### config.mk
export PLATFORM = sky130hd
export DESIGN_NAME = pciw_io_window
export DESIGN_NICKNAME = d
export VERILOG_FILES = /design/src/verilog/pciw_pkg.sv /design/src/verilog/pciw_io_window.sv
export SDC_FILE = /design/constraint.sdc
export NUM_CORES = 1
export LEC_CHECK = 0
export BUFFER_PORTS_ARGS = -buffer_cell sky130_fd_sc_hd__buf_2
export CAP_MARGIN = 20
export CORE_MARGIN = 2
export CORE_UTILIZATION = 25
export DETAILED_ROUTE_END_ITERATION = 12
export GPL_TIMING_DRIVEN = 0
export PLACE_DENSITY = 0.43
export SLEW_MARGIN = 30
export SYNTH_ARGS = -nofsm -noshare
export SYNTH_HDL_FRONTEND = slang
export SYNTH_SLANG_ARGS = --single-unit
### constraint.sdc
create_clock -name clock -period 3.9 [get_ports clock]
set_input_delay 0.39 -clock clock [delete_from_list [all_inputs] [get_ports clock]]
set_output_delay 0.39 -clock clock [all_outputs]
set_load 0.005 [all_outputs]
### src/verilog/pciw_pkg.sv
package pciw_pkg;

  // ==========================================================
  // Register offsets (low six bits of a socket-relative address)
  localparam logic [5:0] OFS_CTRL = 6'h07;
  localparam logic [5:0] OFS_W0_LO = 6'h08;
  localparam logic [5:0] OFS_W0_HI = 6'h09;
  localparam logic [5:0] OFS_W1_LO = 6'h0c;
  localparam logic [5:0] OFS_W1_HI = 6'h0d;
  // Upper address bits for indexed and memory-mapped access
  localparam logic [5:0] IDX_HI_B = 6'h01;
  localparam logic [5:0] MM_HI = 6'h20;
  localparam int SOCK_BIT = 6;

  // ==========================================================
  // Reset values
  localparam logic [7:0] CTRL_RST = 8'h00;
  localparam logic [7:0] ADDR_RST = 8'h00;

  // ==========================================================
  // Field positions inside one window nibble
  localparam int FLD_EXTRA = 3;
  localparam int FLD_SHORT = 2;
  localparam int FLD_AUTO = 1;
  localparam int FLD_WIDTH = 0;

  // ==========================================================
  // Timing: clock period and ISA bus clock period, in ns
  localparam int CLK_PERIOD_NS = 4;
  localparam int ISA_CLK_NS = 120;
  localparam int ISA_DIV = ISA_CLK_NS / CLK_PERIOD_NS;
  // Cycle lengths in ISA clocks
  localparam logic [3:0] LEN_STD8 = 4'h6;
  localparam logic [3:0] LEN_STD16 = 4'h3;
  localparam logic [3:0] LEN_SHORT8 = 4'h3;
  localparam logic [3:0] LEN_EXTRA = 4'h1;

  // ==========================================================
  // Types
  typedef struct packed {
    logic win1_extra_wait;
    logic win1_short_8bit;
    logic win1_auto_size;
    logic win1_width_sel;
    logic win0_extra_wait;
    logic win0_short_8bit;
    logic win0_auto_size;
    logic win0_width_sel;
  } pciw_ctrl_t;

  typedef struct packed {
    pciw_ctrl_t ctrl;
    logic [15:0] w0_start;
    logic [15:0] w1_start;
  } pciw_sock_t;

  typedef enum logic [1:0] {
    CS_IDLE = 2'b00,
    CS_RUN = 2'b01,
    CS_DONE = 2'b11
  } pciw_cstate_t;

  typedef struct packed {
    logic rd;
    logic wr;
    logic mm;
    logic mm_sock;
    logic [11:0] addr;
    logic [7:0] wdata;
  } pciw_reg_req_t;

  typedef struct packed {
    logic req;
    logic win;
    logic iois16;
  } pciw_cyc_req_t;

  typedef struct packed {
    logic busy;
    logic done;
    logic wide;
  } pciw_cyc_stat_t;

  typedef struct packed {
    pciw_cstate_t state;
    logic [3:0] cnt;
  } pciw_cyc_t;

  typedef struct packed {
    pciw_sock_t [1:0] sock;
    pciw_cyc_t [1:0] cyc;
    pciw_cyc_stat_t [1:0] stat;
    logic [7:0] div;
    logic tick;
    logic [7:0] rdata;
  } pciw_state_t;

  localparam pciw_state_t STATE_RST = '0;

endpackage

### src/verilog/pciw_io_window.sv
`timescale 1ns/1ps
// Overview of operation
// - Window 1 extra-wait bit set adds one ISA wait state to 16-bit window 1 cycles.
// - Window 1 extra-wait bit does not change 8-bit window 1 cycles.
// - Window 1 short bit set cuts 8-bit window 1 cycles to three ISA clocks.
// - Window 1 short bit does not change 16-bit window 1 cycles.
// - Window 1 auto-size bit set takes the width from the card's 16-bit indication.
// - Window 1 width bit picks 8 or 16 bits and is ignored while auto-size is set.
// - Window 0 extra-wait bit set adds one ISA wait state to 16-bit window 0 cycles only.
// - Window 0 short bit set cuts 8-bit window 0 cycles to three ISA clocks only.
// - Window 0 auto-size bit set takes the width from the card's 16-bit indication.
// - Window 0 width bit picks 8 or 16 bits and is ignored while auto-size is set.
// - Wait-state lengths are counted in ISA-equivalent bus clocks.
// - Each socket owns a control register at 07h / 47h, also at socket base plus 807h.
// - The control register resets to all zeros.
// - Each window has a read/write start-address low byte at 08h and 0Ch (48h, 4Ch).
// - Each window start address is 16 bits, with a high byte at 09h and 0Dh.
module pciw_io_window (
  // Clock and reset
  input wire logic clock,
  input wire logic sys_rst,
  // Register port
  input wire pciw_pkg::pciw_reg_req_t reg_req,
  output logic [7:0] reg_rdata,
  // Per-socket I/O cycle requests from the host side
  input wire pciw_pkg::pciw_cyc_req_t [1:0] cyc_req,
  // Per-socket cycle status
  output pciw_pkg::pciw_cyc_stat_t [1:0] cyc_stat,
  // Per-socket window settings
  output pciw_pkg::pciw_ctrl_t [1:0] win_ctrl,
  output logic [1:0][15:0] win0_start,
  output logic [1:0][15:0] win1_start
);
  import pciw_pkg::*;

  // ==========================================================
  // Cycle sizing helpers

  // Width of a transfer from one window nibble
  function automatic logic cyc_wide(input logic [3:0] sel, input logic iois16);
    if (sel[FLD_AUTO]) begin
      cyc_wide = iois16;
    end else begin
      cyc_wide = sel[FLD_WIDTH];
    end
  endfunction

  // Cycle length in ISA clocks from nibble and width
  function automatic logic [3:0] cyc_len(input logic [3:0] sel, input logic w16);
    if (w16) begin
      // Short bit plays no part here
      if (sel[FLD_EXTRA]) begin
        cyc_len = LEN_STD16 + LEN_EXTRA;
      end else begin
        cyc_len = LEN_STD16;
      end
    end else begin
      // Extra-wait bit plays no part here
      if (sel[FLD_SHORT]) begin
        cyc_len = LEN_SHORT8;
      end else begin
        cyc_len = LEN_STD8;
      end
    end
  endfunction

  // ==========================================================
  // State

  pciw_state_t s_r;
  pciw_state_t s_nxt;
  logic sk;
  logic [5:0] ofs;
  logic hit;
  logic [3:0] nib;
  logic wide;

  // ==========================================================
  // Next-state logic
  always_comb begin
    s_nxt = s_r;
    sk = 1'b0;
    ofs = reg_req.addr[5:0];
    hit = 1'b0;
    nib = 4'h0;
    wide = 1'b0;

    // ISA clock enable from a divider
    s_nxt.tick = 1'b0;
    if (s_r.div == 8'(ISA_DIV - 1)) begin
      s_nxt.div = 8'h00;
      s_nxt.tick = 1'b1;
    end else begin
      s_nxt.div = s_r.div + 8'h01;
    end

    // Address decode: indexed or memory-mapped view of a socket
    if (reg_req.mm) begin
      sk = reg_req.mm_sock;
      hit = (reg_req.addr[11:6] == MM_HI);
    end else begin
      sk = reg_req.addr[SOCK_BIT];
      hit = (reg_req.addr[11:7] == 5'h00);
    end
    if (!reg_req.mm && reg_req.addr[SOCK_BIT]) begin
      hit = hit && (reg_req.addr[11:6] == IDX_HI_B);
    end

    // Register writes
    if (reg_req.wr && hit) begin
      if (ofs == OFS_CTRL) begin
        s_nxt.sock[sk].ctrl = reg_req.wdata;
      end else if (ofs == OFS_W0_LO) begin
        s_nxt.sock[sk].w0_start[7:0] = reg_req.wdata;
      end else if (ofs == OFS_W0_HI) begin
        s_nxt.sock[sk].w0_start[15:8] = reg_req.wdata;
      end else if (ofs == OFS_W1_LO) begin
        s_nxt.sock[sk].w1_start[7:0] = reg_req.wdata;
      end else if (ofs == OFS_W1_HI) begin
        s_nxt.sock[sk].w1_start[15:8] = reg_req.wdata;
      end
    end

    // Register reads, unmapped offsets answer zero
    if (reg_req.rd) begin
      s_nxt.rdata = 8'h00;
      if (hit) begin
        if (ofs == OFS_CTRL) begin
          s_nxt.rdata = s_r.sock[sk].ctrl;
        end else if (ofs == OFS_W0_LO) begin
          s_nxt.rdata = s_r.sock[sk].w0_start[7:0];
        end else if (ofs == OFS_W0_HI) begin
          s_nxt.rdata = s_r.sock[sk].w0_start[15:8];
        end else if (ofs == OFS_W1_LO) begin
          s_nxt.rdata = s_r.sock[sk].w1_start[7:0];
        end else if (ofs == OFS_W1_HI) begin
          s_nxt.rdata = s_r.sock[sk].w1_start[15:8];
        end else begin
          s_nxt.rdata = 8'h00;
        end
      end
    end

    // Per-socket I/O cycle timers
    for (int i = 0; i < 2; i++) begin
      if (cyc_req[i].win) begin
        nib = s_r.sock[i].ctrl[7:4];
      end else begin
        nib = s_r.sock[i].ctrl[3:0];
      end
      wide = cyc_wide(nib, cyc_req[i].iois16);
      case (s_r.cyc[i].state)
        CS_IDLE: begin
          s_nxt.stat[i].done = 1'b0;
          if (cyc_req[i].req) begin
            // Width and length latched at the request
            s_nxt.stat[i].wide = wide;
            s_nxt.stat[i].busy = 1'b1;
            s_nxt.cyc[i].cnt = cyc_len(nib, wide);
            s_nxt.cyc[i].state = CS_RUN;
          end
        end
        CS_RUN: begin
          if (s_r.tick) begin
            if (s_r.cyc[i].cnt == 4'h1) begin
              s_nxt.cyc[i].state = CS_DONE;
              s_nxt.stat[i].done = 1'b1;
              s_nxt.stat[i].busy = 1'b0;
            end else begin
              s_nxt.cyc[i].cnt = s_r.cyc[i].cnt - 4'h1;
            end
          end
        end
        CS_DONE: begin
          s_nxt.stat[i].done = 1'b0;
          s_nxt.cyc[i].state = CS_IDLE;
        end
        default: begin
          s_nxt.cyc[i].state = CS_IDLE;
        end
      endcase
    end
  end

  // ==========================================================
  // State register, synchronous reset to zero
  always_ff @(posedge clock) begin
    if (sys_rst) begin
      s_r <= STATE_RST;
    end else begin
      s_r <= s_nxt;
    end
  end

  // ==========================================================
  // Outputs straight from the state register
  assign reg_rdata = s_r.rdata;
  assign cyc_stat = s_r.stat;
  assign win_ctrl = {s_r.sock[1].ctrl, s_r.sock[0].ctrl};
  assign win0_start = {s_r.sock[1].w0_start, s_r.sock[0].w0_start};
  assign win1_start = {s_r.sock[1].w1_start, s_r.sock[0].w1_start};

endmodule // pciw_io_window

* Word level (Yosys, flattened, before mapping)
Cells that the tools add are included.
Storage, ports and cells: register bits after elaboration 115, word-level logic and storage cells 151
Cells by class: add/subtract/negate cells 3, $lt $le $gt $ge 2, equality and inequality tests 22, multiplexer cells 64, reduce and logical (&&, ||, !) cells 27
Operators by type and width (number):
- $bwmux 80 | 5
- $mux 80 | 5
- $demux 40 s1 | 5
- $mux 40 | 3
- $mux 8 | 7
- $mux 32 | 1
- $eq 6x4->1 const B | 4
- $mux 24 | 1
- $mux 4 | 6
- $mux 6 | 4
- $mux 16 | 1
- $ne 2x2->1 const B | 8
- $pmux 4 s2 | 2
- $reduce_and 4->1 | 4
- $mux 2 | 6
- $mux 3 | 4
- $reduce_and 3->1 | 4
- $add 8x1->8 const B | 1
- $eq 4x1->1 const B | 2
- $eq 8x5->1 const B | 1
- $mux 1 | 8
- $pmux 1 s2 | 4
- $pmux 2 s2 | 2
- $reduce_bool 2->1 | 4
- 15 further kinds | 26

* Depth between registers and ports, before layout
Gate-level depths: netlist of the first run.
depth after elaboration 11, mapped depth 8, gate-level depth less buffers 7

* Worst setup path after synthesis of the first run
Ideal clock, no wire load.
path kind in2reg, start point input port reg_req[21] in the netlist's numbering, end point register s_r (netlist bit win1_start[10]), setup time 128 ps, data arrival time 1772 ps, path slack 2000 ps, stages on the path 7, cells stage by stage buf_6 mux2_4 buf_6 a211oi_4 o211ai_4 mux2i_1 nor2_1
Between the ends: cells in the longest elaborated chain, start to end 11, elaborated cells between the ends (all ways) 27
Ends and longest elaborated chain:
- start, declared | RTL line pciw_io_window.sv:23 | input wire pciw_pkg::pciw_reg_req_t reg_req,
- $mux 1 | RTL line pciw_io_window.sv:98 | if (reg_req.mm) begin
- $lt 1x2->1 (implied by the code) or $ge 1x1->1 (tied branches) | RTL line pciw_io_window.sv:120 | s_nxt.sock[sk].w1_start[15:8] = reg_req.wdata;
- $logic_and 1x1->1 (implied by the code) | RTL line pciw_io_window.sv:120
- $mux 16 (implied by the code) | RTL line pciw_io_window.sv:120
- $demux 40 s1 | RTL line pciw_io_window.sv:120
- $bwmux 80 | RTL line pciw_io_window.sv:120
- $mux 80 | RTL line pciw_io_window.sv:119 | end else if (ofs == OFS_W1_HI) begin
- $mux 80 | RTL line pciw_io_window.sv:117 | end else if (ofs == OFS_W1_LO) begin
- $mux 80 | RTL line pciw_io_window.sv:115 | end else if (ofs == OFS_W0_HI) begin
- $mux 80 | RTL line pciw_io_window.sv:113 | end else if (ofs == OFS_W0_LO) begin
- $mux 80 | RTL line pciw_io_window.sv:111 | if (ofs == OFS_CTRL) begin
- end signal, assigned | RTL line pciw_io_window.sv:191 | s_r <= s_nxt;
- end, declared | RTL line pciw_io_window.sv:70 | pciw_state_t s_r;
Several ways; a longest one is shown, not always the timed one. The select of a mux whose other input is x is not followed. A chain may end at the register's enable or synchronous reset.

* Worst setup path in the final report of the first run
start point input port reg_req[11] in the netlist's numbering, end point register s_r (netlist bit win1_start[16])
Between the ends: cells in the longest elaborated chain, start to end 5, elaborated cells between the ends (all ways) 11
Ends and longest elaborated chain (RTL line):
- $eq 6x4->1 | pciw_io_window.sv:117
- $mux 80 | pciw_io_window.sv:117
- $mux 80 | pciw_io_window.sv:115
- $mux 80 | pciw_io_window.sv:113
- $mux 80 | pciw_io_window.sv:111
Several ways; a longest one is shown, not always the timed one.

==> results.md, run 1 <==
- Max FO, Critical Path: 10
- Slowest stage cell, crit path: clkbuf_1
- Crit path time final: roughly 2.0 ns
- Area of the core: around 24,000 µm²
- Syn_nets: 776
- Final core utilization: 0.322
- Status: complete, no violations
- Crit end category: flop
- Distinct cells, synth: 49
- Hold Path Depth: 4
- #FFs+latches synth: 115
- Maximum root-to-sink buffer count: 2
- Drt drc: 0
- Full die area: 26,400 µm²
- Area leader, netlist: dfxtp_1
- Yosys Warn Count: 0
- Worst hold slack: roughly 0.36 ns
- Routability cong.: around 0.8
- Commonest non-fill, non-tap cells in the layout: nor2_1, buf_2, dfxtp_1
- Vias/cell: around 4.4
- Kind of critical path: input pin to flop
- Post-CTS setup buffers: 0
- Post-Syn Instances: approximately 730
- Critical path arrival: around 2.3 ns
- CTS tree: built
- Cell Rows: 57
- LEAKAGE: 3.90 nW
- RR Startpoint: s_r[27]$_SDFFE_PP0P_
- Clk sink count: ~120
- Setup ws final: about 1.9 ns
- Average routed wire per standard cell: 16.9 µm
- R2R Setup Slk: 2.05 ns
- Sequential share of the synthesized area: 0.367
- Skew final: between 0.008 and 0.009 ns
- Total power divided by cell area: ~400 nW/µm²
- Reg clk slew, reported paths: roughly 0.05 ns
- Final net count: ~900
- Synth top area share: 0.367
- Synthesis-to-finish area growth: 25.5%
- Synthesized area: roughly 6300 µm²
- Unrepaired setup endpoints after global routing: false
- Share of cells above drive strength 1: 0.306
- Initial detailed-routing violation count: about 300
- Max_slew headroom: 0.439
- Vias in the first global route: 5,021
- Synth top area cells: dfxtp_1, mux2i_1, buf_4, nor2_1, nand2_1
- Die width: 162 µm
- Fraction of registers with async set/reset: 0
- Synth Flop Type: dfxtp_1
- Die Y: ~160 µm
- Pint: approximately 0.0024 W
- Worst Setup Start Kind: input pin
- NetSw: ~0.0008 W
- Final setup violating endpoints: 0
- Setup Slack @ Placement: 1.53 ns
- Post-CTS Hold Fix Bufs: 0
- Hold Fails Final Rpt: 0
- Fillers: 2,649
- Antenna diodes: 0
- Finished Layout Cells: around 1,200
- Reg power frac: 0.392
- Comb pwr share: 0.099
- Worst r2r dst: s_r[23]$_SDFFE_PP0P_
- Port-buffer cells: 115
- Commonest non-fill, non-tap cell in the layout: nor2_1
- Buf+Inv Stages, Crit Path: 2
- Max Slew Vio Count: 0
- Sw Share: 0.252
- Total track usage: 0.155
- Post-cts resize count: 0
- Num CTS Buffers: 17
- Multi-input logic area: 3060 µm²
- 1st-pass router iterations: 5
- Critical path depth in cells: 7
- Worst VDD drop: approximately 250 µV
- Skew-Pair Late Insertion Delay: between 0.4 and 0.5 ns
- Class of the worst hold path: input pin to flop
- Htree depth: 4
- Post-DRT Antenna Nets: 0
- Starting Density: 0.257
- FF/Latch Area: ~2300 µm²
- Vias: approximately 5,300
- Hold_sp: cyc_req[2]
- Root Driver: clkbuf_16
- R2R cell count: 7
- Total Wirelength: approximately 20,000 µm
- CP delay by family, top: simple AND/OR/NAND/NOR gates
- Syn avg cell area: about 8.5 µm²
- Grt ovf: 0
- Inst Count DP: 1,173
- Fmax: 504 MHz
- Tcrit/Tclk final: 0.509
- First-pass GRT wire length: between 30,000 and 40,000 µm
- Worst Tran Pin Value: around 0.84 ns
- Hold endpoint: s_r[26]$_SDFFE_PP0P_
- Largest net degree at the start of global routing: 17
- Max cap viols: 0
- Clock network power share: 0.510
- Setup TNS: 0 ns
- Initial antenna violation count: 1
- Worst EP required: 4.18 ns
- Post-synth EDFFs: 0
- Io pins: roughly 130
- CP peak stage delay: about 0.57 ns
- HPWL after DPL: about 15,000 µm
- CP Cell Sequence: buf_2 > nor2b_1 > and4b_1 > clkbuf_1 > nand3_4 > mux2i_1 > nor2_1
[synthesized netlist by cell type (3+ instances only)]
library cell / count
a21oi_1: 23
xnor2_1: 3
nor3_1: 6
nand4_1: 9
nand2b_1: 6
a221oi_1: 4
dfxtp_1: 115
xor2_1: 5
nand2_1: 87
clkbuf_1: 30
nand3_1: 23
o21ai_1: 8
nor4b_1: 3
a32oi_1: 8
o21ai_0: 10
mux2i_1: 88
ha_1: 10
buf_4: 95
inv_1: 18
mux2_2: 6
o211ai_1: 4
nand3_4: 6
and3_1: 3
a211oi_1: 7
nor2_1: 122
[power groups by stage]
| stage | logic (W) | registers [W] | clock network, W |
|---|---|---|---|
| final | 0.000310 | 0.00123 | 0.00160 |
| after global routing | 0.000350 | 0.00124 | 0.00168 |
| after CTS | 0.000311 | 0.00123 | 0.00162 |
| after detailed placement | 0.000308 | 0.00126 | 0 |
| after global placement | 0.000307 | 0.00126 | 0 |
| after floorplan | 0.000213 | 0.00125 | 0 |
[tightest hold or removal path: stages]
cell     delay (ns)
buf_2          0.10
nand2_1        0.09
nor2_1         0.10
nor3_1         0.05
[worst max path at each step]
stage	slack, ns	start	to
finish	1.91	reg_req[11]	win1_start[16]$_SDFFE_PP0P_
global route	1.79	reg_req[11]	win1_start[19]$_SDFFE_PP0P_
CTS	1.97	reg_req[21]	reg_rdata[5]$_SDFFE_PP0P_
detailed placement	1.53	reg_req[21]	reg_rdata[5]$_SDFFE_PP0P_
global placement	1.40	reg_req[15]	reg_rdata[5]$_SDFFE_PP0P_
floorplan	2.00	reg_req[21]	win1_start[10]$_SDFFE_PP0P_
[through the flow]
stage,area [µm²],total power [W]
final,7870,0.00314
after global routing,7870,0.00327
after CTS,7870,0.00316
after detailed placement,7270,0.00156
after global placement,7260,0.00156
after floorplan,6270,0.00146
[per-layer routing]
metal	up-vias	track usage	routed length (µm)
met5	-	0	13
met4	2	0.0398	172
met1	2538	0.222	10100
met3	15	0.0316	1050
met2	133	0.235	8990
li1	2659	-	-
[registers in the layout (all words and copies together) (netlist names)]
name	count
cyc_stat	6
reg_rdata	8
win0_start	32
win1_start	32
win_ctrl	16
s_r	21
[final cells by class]
| class | count | area share |
|---|---|---|
| clock buffer | 20 | 0.0593 |
| multi-input combinational | 471 | 0.389 |
| timing repair buffer | 115 | 0.0731 |
| buffer | 130 | 0.110 |
| tap | 324 | 0.0515 |
| clock inverter | 10 | 0.0168 |
| sequential | 115 | 0.292 |
| inverter | 18 | 0.00858 |
[cells by family (layout without fill, tap and decap cells)]
family | Yosys count | count (layout) | share of synthesized area
adders and majority gates | 10 | 10 | 0.0199
and+or+nand+nor | 279 | 279 | 0.208
DFF | 115 | 115 | 0.367
xor gates and xnor gates | 8 | 8 | 0.0112
muxes | 96 | 96 | 0.156
AOI/OAI and AO/OA | 78 | 78 | 0.0901
buffers and inverters | 148 | 293 | 0.148
Power figures use the tool's default switching activity.
==> run 2, diff against run 1 <==
PLACE_DENSITY = 0.44   (was 0.43)
clock period = 1.8 ns   (was 3.9 ns; I/O delays follow)
==> run 2 against run 1 <==
  * Sequential share of layout area shrank 0.33 points
  * Via count shrank 0.82%
  * Critical path depth is the same
  * Non-clock buffer count grew 1
  * Worst setup slack lost 1.9 ns
  * Wire length shrank 3.0%
  * Die area is the same
  * Clock skew shrank 0.0016 ns
  * First-iteration DRC count shrank 3.6%
  * Cell area grew 1.1%
  * Combinational power grew 120%
  * Sequential power grew 120%
  * Critical path type unchanged
  * Highest routed layer is now met4
==> results.md, run 2 (same netlist as run 1, synthesis figures left out) <==
- Status: complete, no violations
- Synthesis-to-finish area growth: 26.9%
- Commonest non-fill, non-tap cells in the layout: nor2_1, buf_2, dfxtp_1
- CP Cell Sequence: buf_6 > mux2i_2 > buf_2 > mux2i_1 > a32oi_1 > nand4_1 > o21ai_1
- Class of the worst hold path: input pin to flop
- CTS tree: built
- Initial antenna violation count: 0 (-1)
- Commonest non-fill, non-tap cell in the layout: nor2_1
- Setup Slack @ Placement: -0.460 ns (-1.99 ns)
- Skew-Pair Late Insertion Delay: 0.42 ns (about the same)
- Vias/cell: 4.40 (-1.1%)
- Crit end category: flop
- Max FO, Critical Path: 10 (unchanged)
- 1st-pass router iterations: 5 (unchanged)
- First-pass GRT wire length: 30,000 µm (-1.5%)
- Htree depth: 4 (unchanged)
- Die width: 162 µm (unchanged)
- Slowest stage cell, crit path: mux2i_2
- Max Slew Vio Count: 0 (unchanged)
- Clk sink count: 115 (unchanged)
- Maximum root-to-sink buffer count: 2 (unchanged)
- Tcrit/Tclk final: 0.967
- Buf+Inv Stages, Crit Path: 2 (unchanged)
- Cell Rows: 57 (unchanged)
- Total power divided by cell area: 892 nW/µm² (+120%)
- Final net count: 911 (+0.11%)
- Post-DRT Antenna Nets: 0 (unchanged)
- HPWL after DPL: 14,800 µm (-1.6%)
- Setup TNS: 0 ns (unchanged)
- Fin area: 7960 µm² (+1.1%)
- Initial detailed-routing violation count: 294 (-3.6%)
- Worst EP required: 2.15 ns (-2.03 ns)
- Vias in the first global route: 5,123 (+2.0%)
- Total track usage: 0.152 (-0.00296)
- Die Y: 162 µm (unchanged)
- Routability cong.: 0.811 (+4.4%)
- Worst VDD drop: 594 µV (+130%)
- Average routed wire per standard cell: 16.3 µm (-3.3%)
- Grt ovf: 0 (unchanged)
- Max cap viols: 0 (unchanged)
- LEAKAGE: 3.93 nW (+0.85%)
- Io pins: 126 (unchanged)
- DP Area: 7260 µm² (-0.17%)
- Worst Tran Pin Value: 0.821 ns (-0.0213 ns)
- CP peak stage delay: 0.50 ns (-0.07 ns)
- Fillers: 2,617 (-1.2%)
- Worst Setup Start Kind: input pin
- Port-buffer cells: 115 (unchanged)
- Hold Fails Final Rpt: 0 (unchanged)
- Drt drc: 0 (unchanged)
- Total Wirelength: 19,700 µm (-3.0%)
- Num CTS Buffers: 17 (unchanged)
- Share of cells above drive strength 1: 0.315 (+0.00916)
- CP delay by family, top: multiplexers
- Reg clk slew, reported paths: 0.06 ns (about the same)
- Area of the core: 24,500 µm² (unchanged)
- Skew final: 0.00726 ns (-0.00162 ns)
- Starting Density: 0.257 (unchanged)
- Kind of critical path: input pin to flop
- Fmax: around 570 MHz
- Largest net degree at the start of global routing: 17 (unchanged)
- Final setup violating endpoints: 0 (unchanged)
- Critical path arrival: 2.09 ns (-0.18 ns)
- Root Driver: clkbuf_16
- Full die area: 26,400 µm² (unchanged)
- Crit path time final: between 1.5 and 2 ns
- Post-CTS Hold Fix Bufs: 0 (unchanged)
- Setup ws final: 0.0596 ns (-1.86 ns)
- Max_slew headroom: 0.453 (+0.0142)
- Vias: 5,303 (-0.82%)
- Antenna diodes: 0 (unchanged)
-- run 2: cell types whose count changed in the layout (fill, tap and decap cells not counted), sizes merged --
cell	before	now
buf	214	216
bufinv	3	5
clkinv	4	5
clkbuf	51	47
inv	18	20
-- run 2: final timing paths --
kind	from	to	slack, ns	cells past startpoint
min reg2reg	reg_rdata[5]$_SDFFE_PP0P_	reg_rdata[5]$_SDFFE_PP0P_	0.45	2
max reg2reg	s_r[27]$_SDFFE_PP0P_	s_r[24]$_SDFFE_PP0P_	0.18	8
max	reg_req[21]	reg_rdata[6]$_SDFFE_PP0P_	0.06	7
min	cyc_req[5]	cyc_stat[5]$_SDFFE_PP0P_	0.15	5
-- run 2: repair_timing --
| item | 4_1_cts | 5_1_grt |
|---|---|---|
| buffers inserted | 0 | 2 |
| cloned | 0 | 0 |
| resized for setup | 2 | 7 |
| endpoints found under the setup margin | 3 | 28 |
-- run 2: power breakdown --
part | total [W] | internal, W | switching (W)
Sequential | 0.00267 | 0.00261 | 0.0000611
Clock | 0.00374 | 0.00247 | 0.00128
Combinational | 0.000689 | 0.000246 | 0.000443
-- run 2: tightest hold or removal path: stages --
cell     delay (ns)
buf_2          0.10
a21oi_1        0.06
nor2_1         0.08
a21oi_1        0.04
nor2_1         0.07
-- run 2: cell type report --
type                       instances  area [µm²]  area share
tap                              324         405      0.0509
sequential                       115        2300       0.289
inverter                          18        67.6     0.00849
multi-input combinational        471        3080       0.387
clock buffer                      17         425      0.0534
timing repair buffer             117         591      0.0742
clock inverter                    15         230      0.0289
buffer                           129         861       0.108
-- run 2: per-layer routing --
layer,GRT usage,share of wire,wire length [µm],vias to the layer above
li1,-,-,-,2664
met1,0.217,0.50,9900,2501
met2,0.231,0.44,8750,127
met3,0.0288,0.047,926,11
met4,0.0434,0.0070,138,0
met5,0,0,0,-
-- run 2: metrics by stage --
step / utilization / total power [W] / hold WS, ns / instances
floorplan: - / 0.00317 / 0.399 / 734
global placement: 0.297 / 0.00338 / 0.441 / 1173
detailed placement: 0.297 / 0.00338 / 0.444 / 1173
CTS: 0.324 / 0.00714 / 0.148 / 1205
global route: 0.325 / 0.00739 / 0.203 / 1206
finish: 0.325 / 0.00710 / 0.150 / 1206
==> run 3, diff against run 2 <==
CORE_UTILIZATION = 30   (was 25)
PLACE_DENSITY = 0.5   (was 0.44)
==> run 3 against run 2 <==
  * Cell count down 4.6%
  * Sequential cell count unchanged
  * Maximum frequency up 2.9%
  * Worst hold slack worse by 0.0080 ns
  * Clock power down 8.0%
  * Wire length down 3.9%
  * Combinational power down 2%
  * Core utilization up 5.9 points
  * Global-route usage up 1.9 points
  * Clock skew about the same
==> results.md, run 3 (same netlist as run 1, synthesis figures left out) <==
- Status: complete, no violations
- Hold Fails Final Rpt: 0 (unchanged)
- Worst hold slack: 0.142 ns (-0.00805 ns)
- Average routed wire per standard cell: 16.5 µm (+0.82%)
- Skew final: 0.00749 ns (+0.000231 ns)
- Max Slew Vio Count: 0 (unchanged)
- Num CTS Buffers: 17 (unchanged)
- First-pass GRT wire length: 28,600 µm (-4.8%)
- Hold_sp: cyc_req[2]
- Vias in the first global route: 5,032 (-1.8%)
- Tcrit/Tclk final: 0.940 (-0.0272)
- Antenna diodes: 0 (unchanged)
- Grt ovf: 0 (unchanged)
- Initial detailed-routing violation count: 331 (+13%)
- Max FO, Critical Path: 10 (unchanged)
- Final Power: 0.00678 W (-4.5%)
- Setup TNS: 0 ns (unchanged)
- Post-DRT Antenna Nets: 0 (unchanged)
- Fmax: 591 MHz (+2.9%)
- Post-CTS Hold Fix Bufs: 0 (unchanged)
- Critical path arrival: 2.04 ns (-0.05 ns)
- Synthesis-to-finish area growth: 24.8%
- Crit path time final: 1.69 ns (-0.0490 ns)
- Die Y: 149 µm (-8.5%)
- Cell Rows: 52 (-8.8%)
- Share of cells above drive strength 1: 0.315 (-0.000420)
- Initial antenna violation count: 0 (unchanged)
- Kind of critical path: input pin to flop
- Finished Layout Cells: 1,150 (-4.6%)
- Die width: 149 µm (-8.5%)
- Largest net degree at the start of global routing: 17 (unchanged)
- Total power divided by cell area: 866 nW/µm² (-2.9%)
- Post-CTS setup buffers: 0 (unchanged)
- Max_slew headroom: 0.486 (+0.0326)
- Maximum root-to-sink buffer count: 2 (unchanged)
- Worst Setup Start Kind: input pin
- DP Area: 7210 µm² (-0.76%)
- Io pins: 126 (unchanged)
- RR Startpoint: s_r[27]$_SDFFE_PP0P_
- Worst VDD drop: 641 µV (+7.9%)
- HPWL after DPL: 13,900 µm (-6.0%)
- Clk sink count: 115 (unchanged)
- Final net count: 909 (-0.22%)
- Routability cong.: 0.778 (-4.1%)
- Vias/cell: 4.62 (+5.1%)
- Drt drc: 0 (unchanged)
- Starting Density: 0.308 (+0.0516)
- Unrepaired setup endpoints after global routing: false
- Max cap viols: 0 (unchanged)
- Final setup violating endpoints: 0 (unchanged)
- Worst EP required: 2.15 ns (about the same)
- Commonest non-fill, non-tap cells in the layout: nor2_1, buf_2, dfxtp_1
- Htree depth: 4 (unchanged)
- Reg clk slew, reported paths: 0.05 ns (about the same)
- 1st-pass router iterations: 5 (unchanged)
- CTS tree: built
- Inst Count DP: 1,119 (-4.6%)
- Skew-Pair Late Insertion Delay: 0.42 ns (about the same)
- Port-buffer cells: 115 (unchanged)
- Worst Tran Pin Value: 0.772 ns (-0.0489 ns)
- Crit end category: flop
- Class of the worst hold path: input pin to flop
- LEAKAGE: 3.90 nW (-0.79%)
- Full die area: 22,100 µm² (-16%)
- CP startpoint: reg_req[21]
- Total Wirelength: 19,000 µm (-3.9%)
- Commonest non-fill, non-tap cell in the layout: nor2_1
- Fin area: 7830 µm² (-1.6%)
- Total track usage: 0.171 (+0.0193)
- Vias: 5,314 (+0.21%)
- Area of the core: 20,400 µm² (-17%)
- Root Driver: clkbuf_16
## run 3: cell types whose count changed in the layout (fill, tap and decap cells not counted), sizes merged
cell      before  now
bufinv         5    2
buf          216  214
inv           20   19
clkinv         5    4
clkinvlp       3    4
clkbuf        47   51
## run 3: through the flow
step	util	setup WS, ns
after detailed placement	0.354	-0.355
after CTS	0.384	0.0353
final	0.385	0.109
after global routing	0.385	0.0149
after floorplan	-	0.110
after global placement	0.353	-0.438
## run 3: path summary, 6_finish.rpt
check	endpoint	slack (ns)	cells after the start
max reg2reg	s_r[26]$_SDFFE_PP0P_	0.22	7
min	cyc_stat[2]$_SDFFE_PP0P_	0.14	5
min reg2reg	reg_rdata[5]$_SDFFE_PP0P_	0.45	2
max	reg_rdata[6]$_SDFFE_PP0P_	0.11	7
## run 3: area by class of cell
class / instances / area (µm²)
Clock inverter: 11 / 126
Buffer: 129 / 861
Sequential cell: 115 / 2300
Multi-Input combinational cell: 471 / 3080
Tap cell: 270 / 338
Fill cell: 2152 / 12500
Timing Repair Buffer: 115 / 576
Clock buffer: 21 / 480
Inverter: 18 / 67.6
## run 3: repair_timing
action                                 CTS  global route
setup endpoints to repair                0            33
endpoints found under the hold margin    0             0
gates resized for setup                  0             9
## run 3: metal layers
metal	wire length [µm]	global-route usage	part of all wire
met1	9270	0.244	0.49
met3	937	0.0307	0.049
met2	8430	0.261	0.44
met5	0	0	0
met4	321	0.0548	0.017
## run 3: where the power goes
| part | switching (W) | internal (W) |
|---|---|---|
| clock network | 0.00125 | 0.00218 |
| logic | 0.000439 | 0.000234 |
| registers | 0.0000599 | 0.00261 |
## run 3: worst max-delay path, cell delays in order
cell	delay (ns)
buf_6	0.13
mux2i_2	0.45
buf_2	0.39
mux2i_1	0.14
a32oi_1	0.38
nand4_1	0.19
o21ai_1	0.17
